==> src/design/timer_one_pkg.sv <==
// Package for the 16-bit timer/counter: register offsets, control fields, reset values.
// Assumes a single 200 MHz system clock and an 8-bit register port.
package timer_one_pkg;
    localparam int ADDR_W = 3;
    localparam int DATA_W = 8;
    // Register offsets.
    localparam logic [2:0] OFF_COUNT_LOW = 3'h0;
    localparam logic [2:0] OFF_COUNT_HIGH = 3'h1;
    localparam logic [2:0] OFF_CONTROL = 3'h2;
    localparam logic [2:0] OFF_IRQ_STATUS = 3'h3;
    localparam logic [2:0] OFF_IRQ_MASK = 3'h4;
    // Control register fields.
    localparam int BIT_RUN = 0;
    localparam int BIT_SRC = 1;
    localparam int BIT_SYNC_N = 2;
    localparam int BIT_OSC_EN = 3;
    localparam int BIT_PS_LO = 4;
    localparam int BIT_PS_HI = 5;
    localparam int BIT_SYSCLK = 6;
    localparam int BIT_WIDE = 7;
    localparam logic [7:0] CONTROL_WR_MASK = 8'hBF;
    localparam logic [7:0] CONTROL_RESET = 8'h00;
    // Interrupt status fields.
    localparam int IRQ_OVERFLOW = 0;
    localparam int IRQ_SPECIAL = 1;
    localparam int IRQ_W = 2;
    localparam logic [15:0] COUNT_MAX = 16'hFFFF;
    localparam logic [15:0] COUNT_RESET = 16'h0000;
    // Prescaler encodings.
    localparam logic [1:0] PS_DIV1 = 2'h0;
    localparam logic [1:0] PS_DIV2 = 2'h1;
    localparam logic [1:0] PS_DIV4 = 2'h2;
    localparam logic [1:0] PS_DIV8 = 2'h3;
endpackage

==> src/design/count_prescaler.sv <==
// Prescaler for the timer: turns count-clock ticks into counter increments.
// Assumes ticks are one-cycle pulses in the clk_sys domain.
`timescale 1ns/1ps
module count_prescaler (
    input wire logic clk_sys, // System clock.
    input wire logic rst_b, // Synchronous reset, active low.
    input wire logic clear, // Restarts the division.
    input wire logic tick, // Selected clock event.
    input wire logic [1:0] select, // Division ratio code.
    output logic inc // One-cycle increment pulse.
);
    import timer_one_pkg::*;
    logic [2:0] div_count;
    logic [2:0] next_div_count;
    logic [2:0] limit;

    // Next value and terminal detection for the divider.
    always_comb begin
        case (select)
            PS_DIV1: limit = 3'h0;
            PS_DIV2: limit = 3'h1;
            PS_DIV4: limit = 3'h3;
            PS_DIV8: limit = 3'h7;
            default: limit = 3'h0;
        endcase
        inc = tick && (div_count >= limit);
        next_div_count = div_count;
        if (clear) begin
            next_div_count = 3'h0;
        end else if (tick) begin
            next_div_count = (div_count >= limit) ? 3'h0 : div_count + 3'h1;
        end
    end

    // Divider register.
    always_ff @(posedge clk_sys) begin
        if (!rst_b) begin
            div_count <= 3'h0;
        end else begin
            div_count <= next_div_count;
        end
    end
endmodule

==> src/design/timer_one.sv <==
// 16-bit timer/counter with prescaler, overflow interrupt and compare-unit clear.
// Assumes register strobes synchronous to clk_sys; read data valid the cycle after.
// Function
// Sixteen-bit up counter, readable and writable as high and low bytes.
// Overflow from FFFFh to 0000h sets the overflow interrupt flag.
// Compare unit special event trigger clears the count.
// Wide-access bit selects atomic 16-bit or independent byte access.
// Control bit 6 is read-only: system clock comes from secondary oscillator.
// Prescale field divides count clock by 1, 2, 4 or 8.
// Oscillator enable bit powers the secondary oscillator; cleared powers it down.
// External source: sync bit 1 passes clock raw, 0 synchronises it.
// Internal source ignores sync bit and counts the instruction clock.
// Source bit: 1 counts external pin rising edges, 0 counts Fosc/4.
// Run-enable bit set lets the counter advance; cleared stops it.
// Secondary oscillator may serve as system clock in power-managed modes.
// Status bit follows the actual clock source after oscillator failure.
// Writable control bits and status bit are zero after reset.
// Wide mode: low read latches high; high write staged until low write.
`timescale 1ns/1ps
module timer_one #(
    parameter int INSTR_DIV = 4 // Instruction clock divider from oscillator.
) (
    input wire logic clk_sys, // System clock, Fosc.
    input wire logic rst_b, // Synchronous reset, active low.
    input wire logic [timer_one_pkg::ADDR_W-1:0] reg_addr, // Register address.
    input wire logic [timer_one_pkg::DATA_W-1:0] reg_wdata, // Write data.
    input wire logic reg_write, // Write strobe.
    input wire logic reg_read, // Read strobe.
    output logic [timer_one_pkg::DATA_W-1:0] reg_rdata, // Read data, one cycle later.
    input wire logic ext_clock_pin, // External count clock.
    input wire logic compare_unit_trigger, // Special event trigger pulse.
    input wire logic sysclk_on_secondary, // Clock switch reports secondary source.
    output logic secondary_osc_enable, // Powers the secondary oscillator.
    output logic irq // Level interrupt.
);
    import timer_one_pkg::*;

    ////////////////////////////////////////////////////////////////////////////////////
    // State.
    logic [7:0] control;
    logic [7:0] next_control;
    logic [15:0] count;
    logic [15:0] next_count;
    logic [7:0] high_buffer;
    logic [7:0] next_high_buffer;
    logic [IRQ_W-1:0] irq_status;
    logic [IRQ_W-1:0] next_irq_status;
    logic [IRQ_W-1:0] irq_mask;
    logic [IRQ_W-1:0] next_irq_mask;
    logic [7:0] next_rdata;
    logic sysclk_status;
    logic [1:0] instr_count;
    logic [1:0] next_instr_count;
    logic ext_meta;
    logic ext_sync;
    logic ext_sync_d;
    logic ext_raw_d;
    logic tick;
    logic inc;
    logic overflow;
    logic wr_low;
    logic wr_high;
    logic wr_ctrl;
    logic presc_clear;

    assign wr_low = reg_write && (reg_addr == OFF_COUNT_LOW);
    assign wr_high = reg_write && (reg_addr == OFF_COUNT_HIGH);
    assign wr_ctrl = reg_write && (reg_addr == OFF_CONTROL);

    ////////////////////////////////////////////////////////////////////////////////////
    // Count clock selection; the raw path still needs one flop to find the edge.
    always_comb begin
        next_instr_count = (instr_count == 2'(INSTR_DIV - 1)) ? 2'h0 : instr_count + 2'h1;
        if (!control[BIT_SRC]) begin
            tick = (instr_count == 2'h0);
        end else if (control[BIT_SYNC_N]) begin
            tick = ext_clock_pin && !ext_raw_d;
        end else begin
            tick = ext_sync && !ext_sync_d;
        end
        tick = tick && control[BIT_RUN];
    end

    // Two-flop synchroniser; only the second stage feeds the edge detector.
    always_ff @(posedge clk_sys) begin
        if (!rst_b) begin
            instr_count <= 2'h0;
            ext_meta <= 1'b0;
            ext_sync <= 1'b0;
            ext_sync_d <= 1'b0;
            ext_raw_d <= 1'b0;
        end else begin
            instr_count <= next_instr_count;
            ext_meta <= ext_clock_pin;
            ext_sync <= ext_meta;
            ext_sync_d <= ext_sync;
            ext_raw_d <= ext_clock_pin;
        end
    end

    assign presc_clear = wr_low || wr_high || compare_unit_trigger;

    count_prescaler u_prescaler (
        .clk_sys(clk_sys),
        .rst_b(rst_b),
        .clear(presc_clear),
        .tick(tick),
        .select(control[BIT_PS_HI:BIT_PS_LO]),
        .inc(inc)
    );

    ////////////////////////////////////////////////////////////////////////////////////
    // Counter, high-byte buffer and control register next values.
    always_comb begin
        next_count = count;
        next_high_buffer = high_buffer;
        next_control = control;
        overflow = 1'b0;
        if (inc) begin
            next_count = count + 16'h0001;
            overflow = (count == COUNT_MAX);
        end
        if (control[BIT_WIDE]) begin
            // Wide mode: high write is staged, low write commits both bytes.
            if (wr_high) begin
                next_high_buffer = reg_wdata;
            end
            if (wr_low) begin
                next_count = {high_buffer, reg_wdata};
                overflow = 1'b0;
            end
            if (reg_read && reg_addr == OFF_COUNT_LOW) begin
                next_high_buffer = count[15:8];
            end
        end else begin
            if (wr_high) begin
                next_count[15:8] = reg_wdata;
            end
            if (wr_low) begin
                next_count[7:0] = reg_wdata;
            end
            if (wr_high || wr_low) begin
                overflow = 1'b0;
            end
        end
        if (compare_unit_trigger) begin
            next_count = COUNT_RESET;
            overflow = 1'b0;
        end
        if (wr_ctrl) begin
            next_control = reg_wdata & CONTROL_WR_MASK;
        end
    end

    always_ff @(posedge clk_sys) begin
        if (!rst_b) begin
            count <= COUNT_RESET;
            high_buffer <= 8'h00;
            control <= CONTROL_RESET;
            sysclk_status <= 1'b0;
        end else begin
            count <= next_count;
            high_buffer <= next_high_buffer;
            control <= next_control;
            // Follows the live source one clock later, so a failed oscillator shows on the next cycle.
            sysclk_status <= sysclk_on_secondary;
        end
    end

    // The oscillator pad is powered only while the enable bit is set.
    assign secondary_osc_enable = control[BIT_OSC_EN];

    ////////////////////////////////////////////////////////////////////////////////////
    // Interrupt status, mask and read data; a set beats a clear in the same cycle.
    always_comb begin
        next_irq_status = irq_status;
        next_irq_mask = irq_mask;
        if (reg_write && reg_addr == OFF_IRQ_STATUS) begin
            next_irq_status = irq_status & ~reg_wdata[IRQ_W-1:0];
        end
        if (reg_write && reg_addr == OFF_IRQ_MASK) begin
            next_irq_mask = reg_wdata[IRQ_W-1:0];
        end
        if (overflow) begin
            next_irq_status[IRQ_OVERFLOW] = 1'b1;
        end
        if (compare_unit_trigger) begin
            next_irq_status[IRQ_SPECIAL] = 1'b1;
        end
        next_rdata = 8'h00;
        if (reg_read) begin
            case (reg_addr)
                OFF_COUNT_LOW: next_rdata = count[7:0];
                OFF_COUNT_HIGH: next_rdata = control[BIT_WIDE] ? high_buffer : count[15:8];
                OFF_CONTROL: next_rdata = {control[7], sysclk_status, control[5:0]};
                OFF_IRQ_STATUS: next_rdata = {{(8 - IRQ_W){1'b0}}, irq_status};
                OFF_IRQ_MASK: next_rdata = {{(8 - IRQ_W){1'b0}}, irq_mask};
                default: next_rdata = 8'h00;
            endcase
        end
    end

    always_ff @(posedge clk_sys) begin
        if (!rst_b) begin
            irq_status <= '0;
            irq_mask <= '0;
            reg_rdata <= 8'h00;
        end else begin
            irq_status <= next_irq_status;
            irq_mask <= next_irq_mask;
            reg_rdata <= next_rdata;
        end
    end

    assign irq = |(irq_status & irq_mask);

    ////////////////////////////////////////////////////////////////////////////////////
    // Checks.
    overflow_sets_a: assert property (@(posedge clk_sys) disable iff (!rst_b)
        overflow |=> irq_status[IRQ_OVERFLOW]) else $error("overflow flag not set");
    trigger_clears_a: assert property (@(posedge clk_sys) disable iff (!rst_b)
        compare_unit_trigger |=> count == 16'h0000) else $error("trigger did not clear");
    stopped_holds_a: assert property (@(posedge clk_sys) disable iff (!rst_b)
        (!control[BIT_RUN] && !reg_write && !compare_unit_trigger) |=> $stable(count))
        else $error("stopped counter moved");
    count_steps_a: assert property (@(posedge clk_sys) disable iff (!rst_b)
        (inc && !reg_write && !compare_unit_trigger) |=> count == $past(count) + 16'h0001)
        else $error("count did not step");
    wide_commit_a: assert property (@(posedge clk_sys) disable iff (!rst_b)
        (wr_low && control[BIT_WIDE] && !compare_unit_trigger)
        |=> count == {$past(high_buffer), $past(reg_wdata)})
        else $error("wide write wrong");
    status_ro_a: assert property (@(posedge clk_sys) disable iff (!rst_b)
        wr_ctrl |=> control[BIT_SYSCLK] == 1'b0) else $error("status bit written");
    // The pad enable must follow what software wrote, not merely mirror the register.
    osc_follow_a: assert property (@(posedge clk_sys) disable iff (!rst_b)
        wr_ctrl |=> secondary_osc_enable == $past(reg_wdata[BIT_OSC_EN]))
        else $error("osc enable wrong");
    div8_gap_a: assert property (@(posedge clk_sys) disable iff (!rst_b)
        (inc && control[BIT_PS_HI:BIT_PS_LO] == PS_DIV8 && !control[BIT_SRC] && !reg_write
         && !compare_unit_trigger) |=> !inc [*8]) else $error("prescale 8 too fast");
    internal_rate_a: assert property (@(posedge clk_sys) disable iff (!rst_b)
        (tick && !control[BIT_SRC]) |=> !tick [*3]) else $error("internal tick too fast");
    status_track_a: assert property (@(posedge clk_sys) disable iff (!rst_b)
        1'b1 |=> sysclk_status == $past(sysclk_on_secondary))
        else $error("status not tracking");
endmodule

==> config.mk <==
export PLATFORM = sky130hd
export DESIGN_NAME = timer_one
export DESIGN_NICKNAME = d
export VERILOG_FILES = /design/src/design/timer_one_pkg.sv /design/src/design/count_prescaler.sv /design/src/design/timer_one.sv
export SDC_FILE = /design/constraint.sdc
export NUM_CORES = 1
export LEC_CHECK = 0
export BUFFER_PORTS_ARGS = -buffer_cell sky130_fd_sc_hd__buf_4
export CAP_MARGIN = 5
export CORE_AREA = 2 2 106 67
export CTS_BUF_LIST = sky130_fd_sc_hd__clkbuf_16
export DETAILED_ROUTE_END_ITERATION = 7
export DIE_AREA = 0 0 108 69
export GPL_TIMING_DRIVEN = 0
export PLACE_DENSITY = 0.73
export SYNTH_ARGS = -nofsm -noshare
export SYNTH_HDL_FRONTEND = slang
export SYNTH_SLANG_ARGS = --single-unit
==> constraint.sdc <==
create_clock -name clk_sys -period 2.81 [get_ports clk_sys]
set_input_delay 0.1405 -clock clk_sys [delete_from_list [all_inputs] [get_ports clk_sys]]
set_output_delay 0.1405 -clock clk_sys [all_outputs]
set_load 0.005 [all_outputs]
==> results of run 1 <==
## worst max-delay path by stage
stage                           from        end  slack, ns  depth (start not counted)
final                     control[4]  count[13]       0.33                          8
after detailed placement  control[4]  count[14]       0.39                          8
after global placement    control[4]  count[11]       0.44                          8
after floorplan           control[4]  count[11]       0.71                          8
after CTS                 control[4]  count[14]       0.36                          8
after global routing      control[4]   count[9]       0.18                          8
## sequential cells by signal, indices dropped and copies added (netlist names)
name                   cells
count                     16
high_buffer                8
reg_rdata                  8
control                    7
u_prescaler.div_count      3
instr_count                2
irq_mask                   2
irq_status                 2
ext_raw_d                  1
ext_sync                   1
ext_sync_d                 1
sysclk_status              1
## kinds of logic (layout without fill, tap and decap cells)
group / Yosys count / count (layout)
and+or+nand+nor: 115 / 115
AOI/OAI and AO/OA: 68 / 68
DFF: 52 / 52
muxes: 29 / 29
buffers and inverters: 26 / 59
xor gates and xnor gates: 14 / 14
adders and majority gates: 7 / 7
## per-layer routing
metal / global-route usage / share of wire
met5: 0 / 0
met4: 0.0285 / 0.0053
met3: 0.0492 / 0.079
met2: 0.266 / 0.38
met1: 0.335 / 0.53
## metrics by stage
step / area (um^2) / hold slack, ns / instances
after floorplan: 2840 / 0.262 / 311
after global placement: 3130 / 0.353 / 423
after detailed placement: 3130 / 0.357 / 423
after CTS: 3300 / 0.0550 / 431
after global routing: 3300 / 0.0516 / 431
final: 3300 / 0.0530 / 431
## cells in the mapped netlist (2+ instances only)
cell type  instances  area share
nand2_1           24       0.032
dfxtp_1           52        0.37
ha_1               7       0.031
nand4b_1           2      0.0062
o211ai_1           3      0.0079
a21o_1             2      0.0053
nand2b_1           5       0.011
a21oi_1           10       0.018
nor3_1             2      0.0035
nor4_1             9       0.020
and3_1             4      0.0088
nor2b_1           14       0.031
nand3_1            6       0.011
nor2_1            16       0.021
nor3b_1            3      0.0079
inv_1              9       0.012
xnor2_1           14       0.043
o21ai_0            6       0.011
clkbuf_1           6      0.0079
or2_2              2      0.0044
and2_1            11       0.024
and4_1             2      0.0062
buf_6              3       0.012
o211a_1            8       0.028
buf_1              3      0.0040
o22ai_1           13       0.029
buf_2              5      0.0088
nand4_1            2      0.0044
and3b_1            2      0.0062
nor4b_1            2      0.0062
a211oi_1           9       0.024
mux2i_1           29        0.10
a22oi_1            8       0.021
## cell type report
type | count | area [um^2] | share of cell area
multi-input combinational | 233 | 1670 | 0.505
sequential | 52 | 1040 | 0.316
timing repair buffer | 25 | 188 | 0.0569
clock buffer | 5 | 125 | 0.0379
tap | 87 | 109 | 0.0330
buffer | 17 | 92.6 | 0.0281
clock inverter | 3 | 42.5 | 0.0129
inverter | 9 | 33.8 | 0.0102
## worst reg2reg max path, delay by kind of cell (launching register included)
kind,cells,cell delay (ns)
and+or+nand+nor,3,0.58
adders and majority gates,1,0.26
xor gates and xnor gates,1,0.19
DFF,1,0.34
buffers and inverters,1,0.42
AOI/OAI and AO/OA,2,0.57
## power by group
group          internal [mW]  total, mW  leakage, nW  switching, mW
Combinational         0.0591      0.139        0.734         0.0796
Sequential             0.750      0.762        0.421         0.0115
Clock                  0.419      0.697       0.0814          0.278
==> metrics, run 1 <==
max-slew violations 0; FF-to-FF Start control[4]; root buf cell clkbuf_16; Fin. Hold Viols 0; initial drt markers between 200 and 250; TritonCTS Buffers 5; DR WL/cell 17.2 um; main combinational cell family by area after synthesis simple AND/OR/NAND/NOR gates; DIE HEIGHT slightly below 70 um; initial core utilization 0.438; Crit path largest cell delay ~0.46 ns; FILL cells 610; reg2reg path depth 8; commonest non-fill, non-tap cell in the layout dfxtp_1; final worst path period share 0.882; most frequent cells in the layout dfxtp_1, mux2i_1, buf_4; synthesized area per cell 9.12 um^2; CP bufs+invs 1; delay-heaviest family, CP simple AND/OR/NAND/NOR gates; Clock Sinks 52; Rel. slew slack 0.364; synthesized area around 2800 um^2; worst min-delay path class in -> reg; gpl congestion 0.922; Yosys reg bits 52; synth unique cells between 50 and 60; Post-Synth Simple-Gate Area 0.240; Top Ports 28; Setup TNS Final 0 ns; crit path DAT around 2.6 ns; DR DRC count 0; PnR worst setup slack roughly 0.33 ns; Layout Skew about 0.0049 ns; Net Count, Synth about 340; EDFF count, synth 0; static leakage ~1.2 nW; total number of vias about 2.5k; hold buffer count at CTS 0; share of layout cells above drive strength 1 0.142; worst-margin pin slew between 0.9 and 1 ns; area grow syn2layout 16.4%; FF-to-FF End count[13]; Ys Warns 0; die span in x between 100 and 150 um; Setup Viol. Count Final 0; fin util 0.510; pwr dens around 480 nW/um^2; crit path max fanout 10; sequential share of the synthesized area 0.367; CTS tree built; vias per cell between 5 and 6; clk_lat worst skew roughly 0.29 ns; FP Rows 23; pre-CTS WS between 0.3 and 0.4 ns; Worst Hold Launch sysclk_on_secondary; worst path cell trace or2_2 -> ha_1 -> nand2b_1 -> a31oi_2 -> clkbuf_1 -> nor4_1 -> xnor2_1 -> o22ai_1; element type at the critical path start flip-flop; Worst EP required 2.97 ns; area share of fa/ha/maj cells after synthesis 0.0309; Clock H-tree levels 2; post_cts resized 0; GRT Total Usage 0.204; total inserted antenna cells 0; Worst Hold Path EP sysclk_status; post-CTS setup buffers 0; Mapped Cells between 300 and 400; Worst setup EP type flip-flop; xor/xnor share of the synthesized area 0.0432; largest net degree at the start of global routing 17; worst hold path stage count 2; Total Power 1.60 mW; max cap viols 0; initial antenna violation count 0; die area approximately 7500 um^2; RSZ-0062 raised after global routing no; Worst R2R Setup Slack around 0.33 ns; mux cell area share after synthesis 0.102; f_max 403 MHz; vias in the first global route roughly 2.3k; crit path kind reg -> reg; min Tclk post-route approximately 2.5 ns; Clock Tree Buf Depth 2; area fraction in compound gates after synthesis 0.172; Max stage delay cell, worst path a31oi_2; Synth Flop Type dfxtp_1; Antenna Nets Post-Route 0; dpl hpwl 5620 um; status completed; CORE AREA between 6000 and 7000 um^2; asr flop ratio synth 0; GR Overflow Total 0; Layout Nets 368; iteration count of the initial detailed-routing pass 5; IO Port Bufs 25; clk slew on worst S/H paths roughly 0.07 ns; global-route wire length before repair approximately 12,000 um; DRT Wirelength roughly 7400 um; Max VDD drop between 200 and 250 uV
(Power assumes the default switching activity.)
==> run 2, diff against run 1 <==
--- a/config.mk
+++ b/config.mk
@@ -7,12 +7,14 @@
 export LEC_CHECK = 0
 export BUFFER_PORTS_ARGS = -buffer_cell sky130_fd_sc_hd__buf_4
 export CAP_MARGIN = 5
+export CELL_PAD_IN_SITES_DETAIL_PLACEMENT = 1
+export CELL_PAD_IN_SITES_GLOBAL_PLACEMENT = 1
 export CORE_AREA = 2 2 106 67
 export CTS_BUF_LIST = sky130_fd_sc_hd__clkbuf_16
 export DETAILED_ROUTE_END_ITERATION = 7
 export DIE_AREA = 0 0 108 69
 export GPL_TIMING_DRIVEN = 0
-export PLACE_DENSITY = 0.73
+export PLACE_DENSITY = 0.88
 export SYNTH_ARGS = -nofsm -noshare
 export SYNTH_HDL_FRONTEND = slang
 export SYNTH_SLANG_ARGS = --single-unit
==> metrics, run 2 (synthesis results as in run 1) <==
Finished Cell Area 3270 um^2 (-0.91%); Clock H-tree levels 2 (unchanged); clk slew on worst S/H paths 0.07 ns (about the same); iteration count of the initial detailed-routing pass 4 (-1); FF-to-FF End count[11]; Total Power 1.50 mW (-6.1%); share of layout cells above drive strength 1 0.143 (+0.000415); Min Hold Slack 0.0581 ns (+0.00501 ns); hold buffer count at CTS 0 (unchanged); WP depth 8 (unchanged); Layout Skew 0.00442 ns (-0.000484 ns); largest register by flop count count; Clock Tree Buf Depth 2 (unchanged); CP bufs+invs 1 (unchanged); area grow syn2layout 15.3%; GRT Total Usage 0.246 (+0.0419); vias in the first global route 2,607 (+15%); static leakage 1.22 nW (-1.3%); dpl cell area 3130 um^2 (unchanged); Clock Sinks 52 (unchanged); commonest non-fill, non-tap cell in the layout dfxtp_1; Antenna Nets Post-Route 0 (unchanged); Max stage delay cell, worst path a31oi_2; CTS tree built; DR WL/cell 20.2 um (+17%); initial drt markers 142 (-39%); post-CTS setup buffers 0 (unchanged); DRT Wirelength 8680 um (+17%); DIE HEIGHT 69 um (unchanged); TritonCTS Buffers 5 (unchanged); gpl congestion 0.890 (-3.5%); die span in x 108 um (unchanged); status completed; FP Rows 23 (unchanged); most frequent cells in the layout dfxtp_1, mux2i_1, buf_4; RSZ-0062 raised after global routing no; root buf cell clkbuf_16; vias per cell 5.83 (+2.4%); Final Non-Filler Cells 430 (-0.23%); die area 7450 um^2 (unchanged); max-slew violations 0 (unchanged); initial antenna violation count 0 (unchanged); Largest register FFs 16 (unchanged); clock share of power 0.396 (-0.040); end point of the critical path count[11]; Switching Share 0.244 (+0.0133); Crit path largest cell delay 0.42 ns (-0.04 ns); Fin. Hold Viols 0 (unchanged); total inserted antenna cells 0 (unchanged); worst-margin pin slew 1.14 ns (+0.196 ns); placed cells 423 (unchanged); IO Port Bufs 25 (unchanged); global-route wire length before repair 14,200 um (+19%); register share of total power 0.508 (+0.031); biggest regs count (16), high_buffer (8), reg_rdata (8); DR DRC count 0 (unchanged); Worst R2R Setup Slack 0.33 ns (about the same); reg2reg path depth 8 (unchanged); Layout Nets 368 (unchanged); FF-to-FF Start control[4]; Rel. slew slack 0.232 (-0.132); CORE AREA 6470 um^2 (unchanged); final worst path period share 0.881 (-0.00117); dpl hpwl 6600 um (+17%); GR Overflow Total 0 (unchanged); Setup TNS Final 0 ns (unchanged); Worst EP required 2.96 ns (about the same); Top Ports 28 (unchanged); f_max 404 MHz (+0.13%); worst min-delay path class in -> reg; pwr dens 459 nW/um^2 (-5.3%); Max VDD drop 267 uV (+19%); largest net degree at the start of global routing 16 (-1); clk_lat worst skew 0.29 ns (about the same); min Tclk post-route 2.48 ns (-0.00329 ns); switching power 0.366 mW (-0.71%); max cap viols 0 (unchanged); Comb pwr share 0.096 (+0.009); Setup Viol. Count Final 0 (unchanged); Worst setup EP type flip-flop; total number of vias 2,508 (+2.1%); post_cts resized 0 (unchanged); critical path startpoint control[4]; element type at the critical path start flip-flop; delay-heaviest family, CP simple AND/OR/NAND/NOR gates; crit path DAT 2.63 ns (about the same); Int Power 1.13 mW (-7.8%); crit path kind reg -> reg; initial core utilization 0.438 (unchanged); crit path max fanout 10 (unchanged); worst path cell trace or2_2 -> ha_1 -> nand2b_1 -> a31oi_2 -> clkbuf_1 -> nor4_1 -> xnor2_1 -> o22ai_1
run 2: worst reg2reg max path, cell delays in order, from the launching register on:
cell and delay [ns]:
dfxtp_1 0.34, or2_2 0.30, ha_1 0.26, nand2b_1 0.15, a31oi_2 0.42, clkbuf_1 0.41, nor4_1 0.14, xnor2_1 0.20
o22ai_1 0.11
run 2: worst min-delay path by stage:
stage | startpoint | slack (ns) | cells after the start | to
CTS | sysclk_on_secondary | 0.05 | 2 | sysclk_status
global route | sysclk_on_secondary | 0.06 | 2 | sysclk_status
global placement | ext_clock_pin | 0.35 | 2 | ext_raw_d
floorplan | ext_clock_pin | 0.26 | 1 | ext_raw_d
detailed placement | sysclk_on_secondary | 0.36 | 2 | sysclk_status
finish | ext_clock_pin | 0.06 | 2 | ext_raw_d
run 2: layout make-up:
| type | instances | area, um^2 |
|---|---|---|
| Fill cell | 770 | 3210 |
| Multi-Input combinational cell | 233 | 1670 |
| Sequential cell | 52 | 1040 |
| Timing Repair Buffer | 25 | 188 |
| Clock buffer | 5 | 125 |
| Tap cell | 87 | 109 |
| Buffer | 17 | 92.6 |
| Inverter | 9 | 33.8 |
| Clock inverter | 2 | 12.5 |
run 2: metrics by stage:
step	util	worst slack, ns
after global routing	0.505	0.186
after CTS	0.505	0.331
after detailed placement	0.484	0.366
final	0.505	0.334
after floorplan	-	0.715
after global placement	0.484	0.415
run 2: per-layer routing:
metal / vias up / wire length (um) / track usage
met5: - / 0 / 0
met4: 0 / 68 / 0.0313
met3: 8 / 558 / 0.0492
met2: 74 / 3820 / 0.376
met1: 1234 / 4230 / 0.366
li1: 1192 / - / -
run 2: power by group through the flow:
stage                     clock (mW)  combinational (mW)  sequential (mW)
after CTS                      0.605               0.143            0.762
after global routing           0.632               0.157            0.763
after floorplan                    0              0.0844            0.775
after detailed placement           0               0.142            0.779
final                          0.594               0.144            0.762
after global placement             0               0.136            0.778
==> run 3, diff against run 2 <==
--- a/config.mk
+++ b/config.mk
@@ -9,10 +9,10 @@
 export CAP_MARGIN = 5
 export CELL_PAD_IN_SITES_DETAIL_PLACEMENT = 1
 export CELL_PAD_IN_SITES_GLOBAL_PLACEMENT = 1
-export CORE_AREA = 2 2 106 67
+export CORE_AREA = 2 2 83 85
 export CTS_BUF_LIST = sky130_fd_sc_hd__clkbuf_16
 export DETAILED_ROUTE_END_ITERATION = 7
-export DIE_AREA = 0 0 108 69
+export DIE_AREA = 0 0 85 87
 export GPL_TIMING_DRIVEN = 0
 export PLACE_DENSITY = 0.88
 export SYNTH_ARGS = -nofsm -noshare
==> metrics, run 3 (synthesis results as in run 1) <==
status completed; most used routing layer met2; IO Port Bufs 25 (unchanged); Clock Tree Buf Depth 2 (unchanged); min Tclk post-route 2.56 ns (+0.0835 ns); largest net degree at the start of global routing 17 (+1); DR DRC count 0 (unchanged); gpl congestion 0.854 (-4.0%); Setup TNS Final 0 ns (unchanged); iteration count of the initial detailed-routing pass 4 (unchanged); RSZ-0062 raised after global routing no; delay-heaviest family, CP simple AND/OR/NAND/NOR gates; area grow syn2layout 17.7%; worst hold path stage count 2 (unchanged); FILL cells 799 (+3.8%); Layout Nets 368 (unchanged); Worst EP required 2.96 ns (about the same); biggest regs count (16), high_buffer (8), reg_rdata (8); Max stage delay cell, worst path clkbuf_1; vias per cell 5.98 (+2.5%); grt met2 use 0.441 (+0.0651); total number of vias 2,536 (+1.1%); initial drt markers 128 (-9.9%); element type at the critical path start flip-flop; crit path max fanout 10 (unchanged); DR WL/cell 20.3 um (+0.73%); die span in x 85 um (-21%); DIE HEIGHT 87 um (+26%); crit path DAT 2.71 ns (+0.08 ns); Finished Cell Area 3340 um^2 (+2.1%); clk_lat worst skew 0.29 ns (about the same); max cap viols 0 (unchanged); largest register by flop count count; hold buffer count at CTS 0 (unchanged); CP bufs+invs 1 (unchanged); CORE AREA 6570 um^2 (+1.4%); die area 7400 um^2 (-0.76%); global-route wire length before repair 13,900 um (-2.3%); Fin. Hold Viols 0 (unchanged); GRT Total Usage 0.242 (-0.00397); WP depth 8 (unchanged); Final Non-Filler Cells 424 (-1.4%); Top Ports 28 (unchanged); CTS tree built; dpl hpwl 6220 um (-5.9%); max-slew violations 0 (unchanged); grt met1 use 0.284 (-0.0819); final worst path period share 0.911 (+0.0297); GR Overflow Total 0 (unchanged); Rel. slew slack 0.200 (-0.0323); Setup Viol. Count Final 0 (unchanged); post_cts resized 0 (unchanged); share of layout cells above drive strength 1 0.145 (+0.00249); Layout Skew 0.00465 ns (+0.000232 ns); worst min-delay path class in -> reg; FF-to-FF Start control[4]; met3 usage 0.0341 (-0.0151); placed cells 416 (-1.7%); Worst R2R Setup Slack 0.25 ns (-0.08 ns); pwr dens 535 nW/um^2 (+17%); Clock Sinks 52 (unchanged); Largest register FFs 16 (unchanged); static leakage 1.26 nW (+3.1%); initial core utilization 0.432 (-0.00626); Antenna Nets Post-Route 0 (unchanged); crit path kind reg -> reg; FP Rows 30 (+30%); Clock H-tree levels 2 (unchanged); TritonCTS Buffers 5 (unchanged); post-CTS setup buffers 0 (unchanged); reg2reg path depth 8 (unchanged); Worst setup EP type flip-flop; vias in the first global route 2,668 (+2.3%); Worst Hold Launch sysclk_on_secondary; worst-margin pin slew 1.19 ns (+0.0481 ns); commonest non-fill, non-tap cell in the layout dfxtp_1; DRT Wirelength 8620 um (-0.68%); Max VDD drop 294 uV (+10%); total inserted antenna cells 0 (unchanged); dpl cell area 3120 um^2 (-0.28%); f_max 391 MHz (-3.3%); initial antenna violation count 0 (unchanged); Crit path largest cell delay 0.45 ns (+0.03 ns); clk slew on worst S/H paths 0.07 ns (about the same); FF-to-FF End count[10]; worst path cell trace or2_2 -> ha_1 -> nand2b_1 -> a31oi_2 -> clkbuf_1 -> nor4b_1 -> xnor2_1 -> o22ai_1; Worst Hold Path EP sysclk_status; root buf cell clkbuf_16; most frequent cells in the layout dfxtp_1, mux2i_1, buf_4
-- run 3: stage by stage --
stage | setup WS (ns) | power [mW] | hold slack [ns] | utilization
6_report | 0.250 | 1.79 | 0.0520 | 0.508
5_1_grt | 0.108 | 1.83 | 0.0590 | 0.508
4_1_cts | 0.219 | 1.79 | 0.0548 | 0.508
3_5_place_dp | 0.325 | 0.920 | 0.355 | 0.475
3_3_place_gp | 0.417 | 0.912 | 0.348 | 0.475
2_1_floorplan | 0.715 | 0.859 | 0.262 | -
-- run 3: where the power goes --
group	internal, mW	total (mW)	switching (mW)	leakage, nW
clock	0.600	0.881	0.281	0.104
sequential	0.750	0.762	0.0121	0.421
combinational	0.0591	0.142	0.0834	0.734
-- run 3: cell type report --
type,instances,area [um^2],area share
tap,80,100,0.0300
clock inverter,3,90.1,0.0270
multi-input combinational,233,1670,0.500
inverter,9,33.8,0.0101
timing repair buffer,25,188,0.0562
buffer,17,92.6,0.0277
sequential,52,1040,0.312
clock buffer,5,125,0.0375
-- run 3: routing by layer --
layer  part of all wire  routed length (um)  up-vias
li1                   -                   -     1197
met5                  0                   0        -
met2               0.52                4490       66
met4              0.018                 157        0
met1               0.42                3630     1258
met3              0.039                 340       15
-- run 3: worst max path at each step --
stage / slack [ns] / endpoint / startpoint
6_report: 0.25 / count[10] / control[4]
5_1_grt: 0.11 / count[10] / control[4]
3_5_place_dp: 0.32 / count[10] / control[4]
2_1_floorplan: 0.71 / count[11] / control[4]
3_3_place_gp: 0.42 / count[11] / control[4]
4_1_cts: 0.22 / count[10] / control[4]
-- run 3: worst register-to-register path, delay by kind of cell, from the launching register on --
kind	cells	cell delay, ns
flops	1	0.34
buf+inv	1	0.45
fa+ha+maj	1	0.26
compound gates	2	0.57
simple gates	3	0.60
xor+xnor	1	0.19
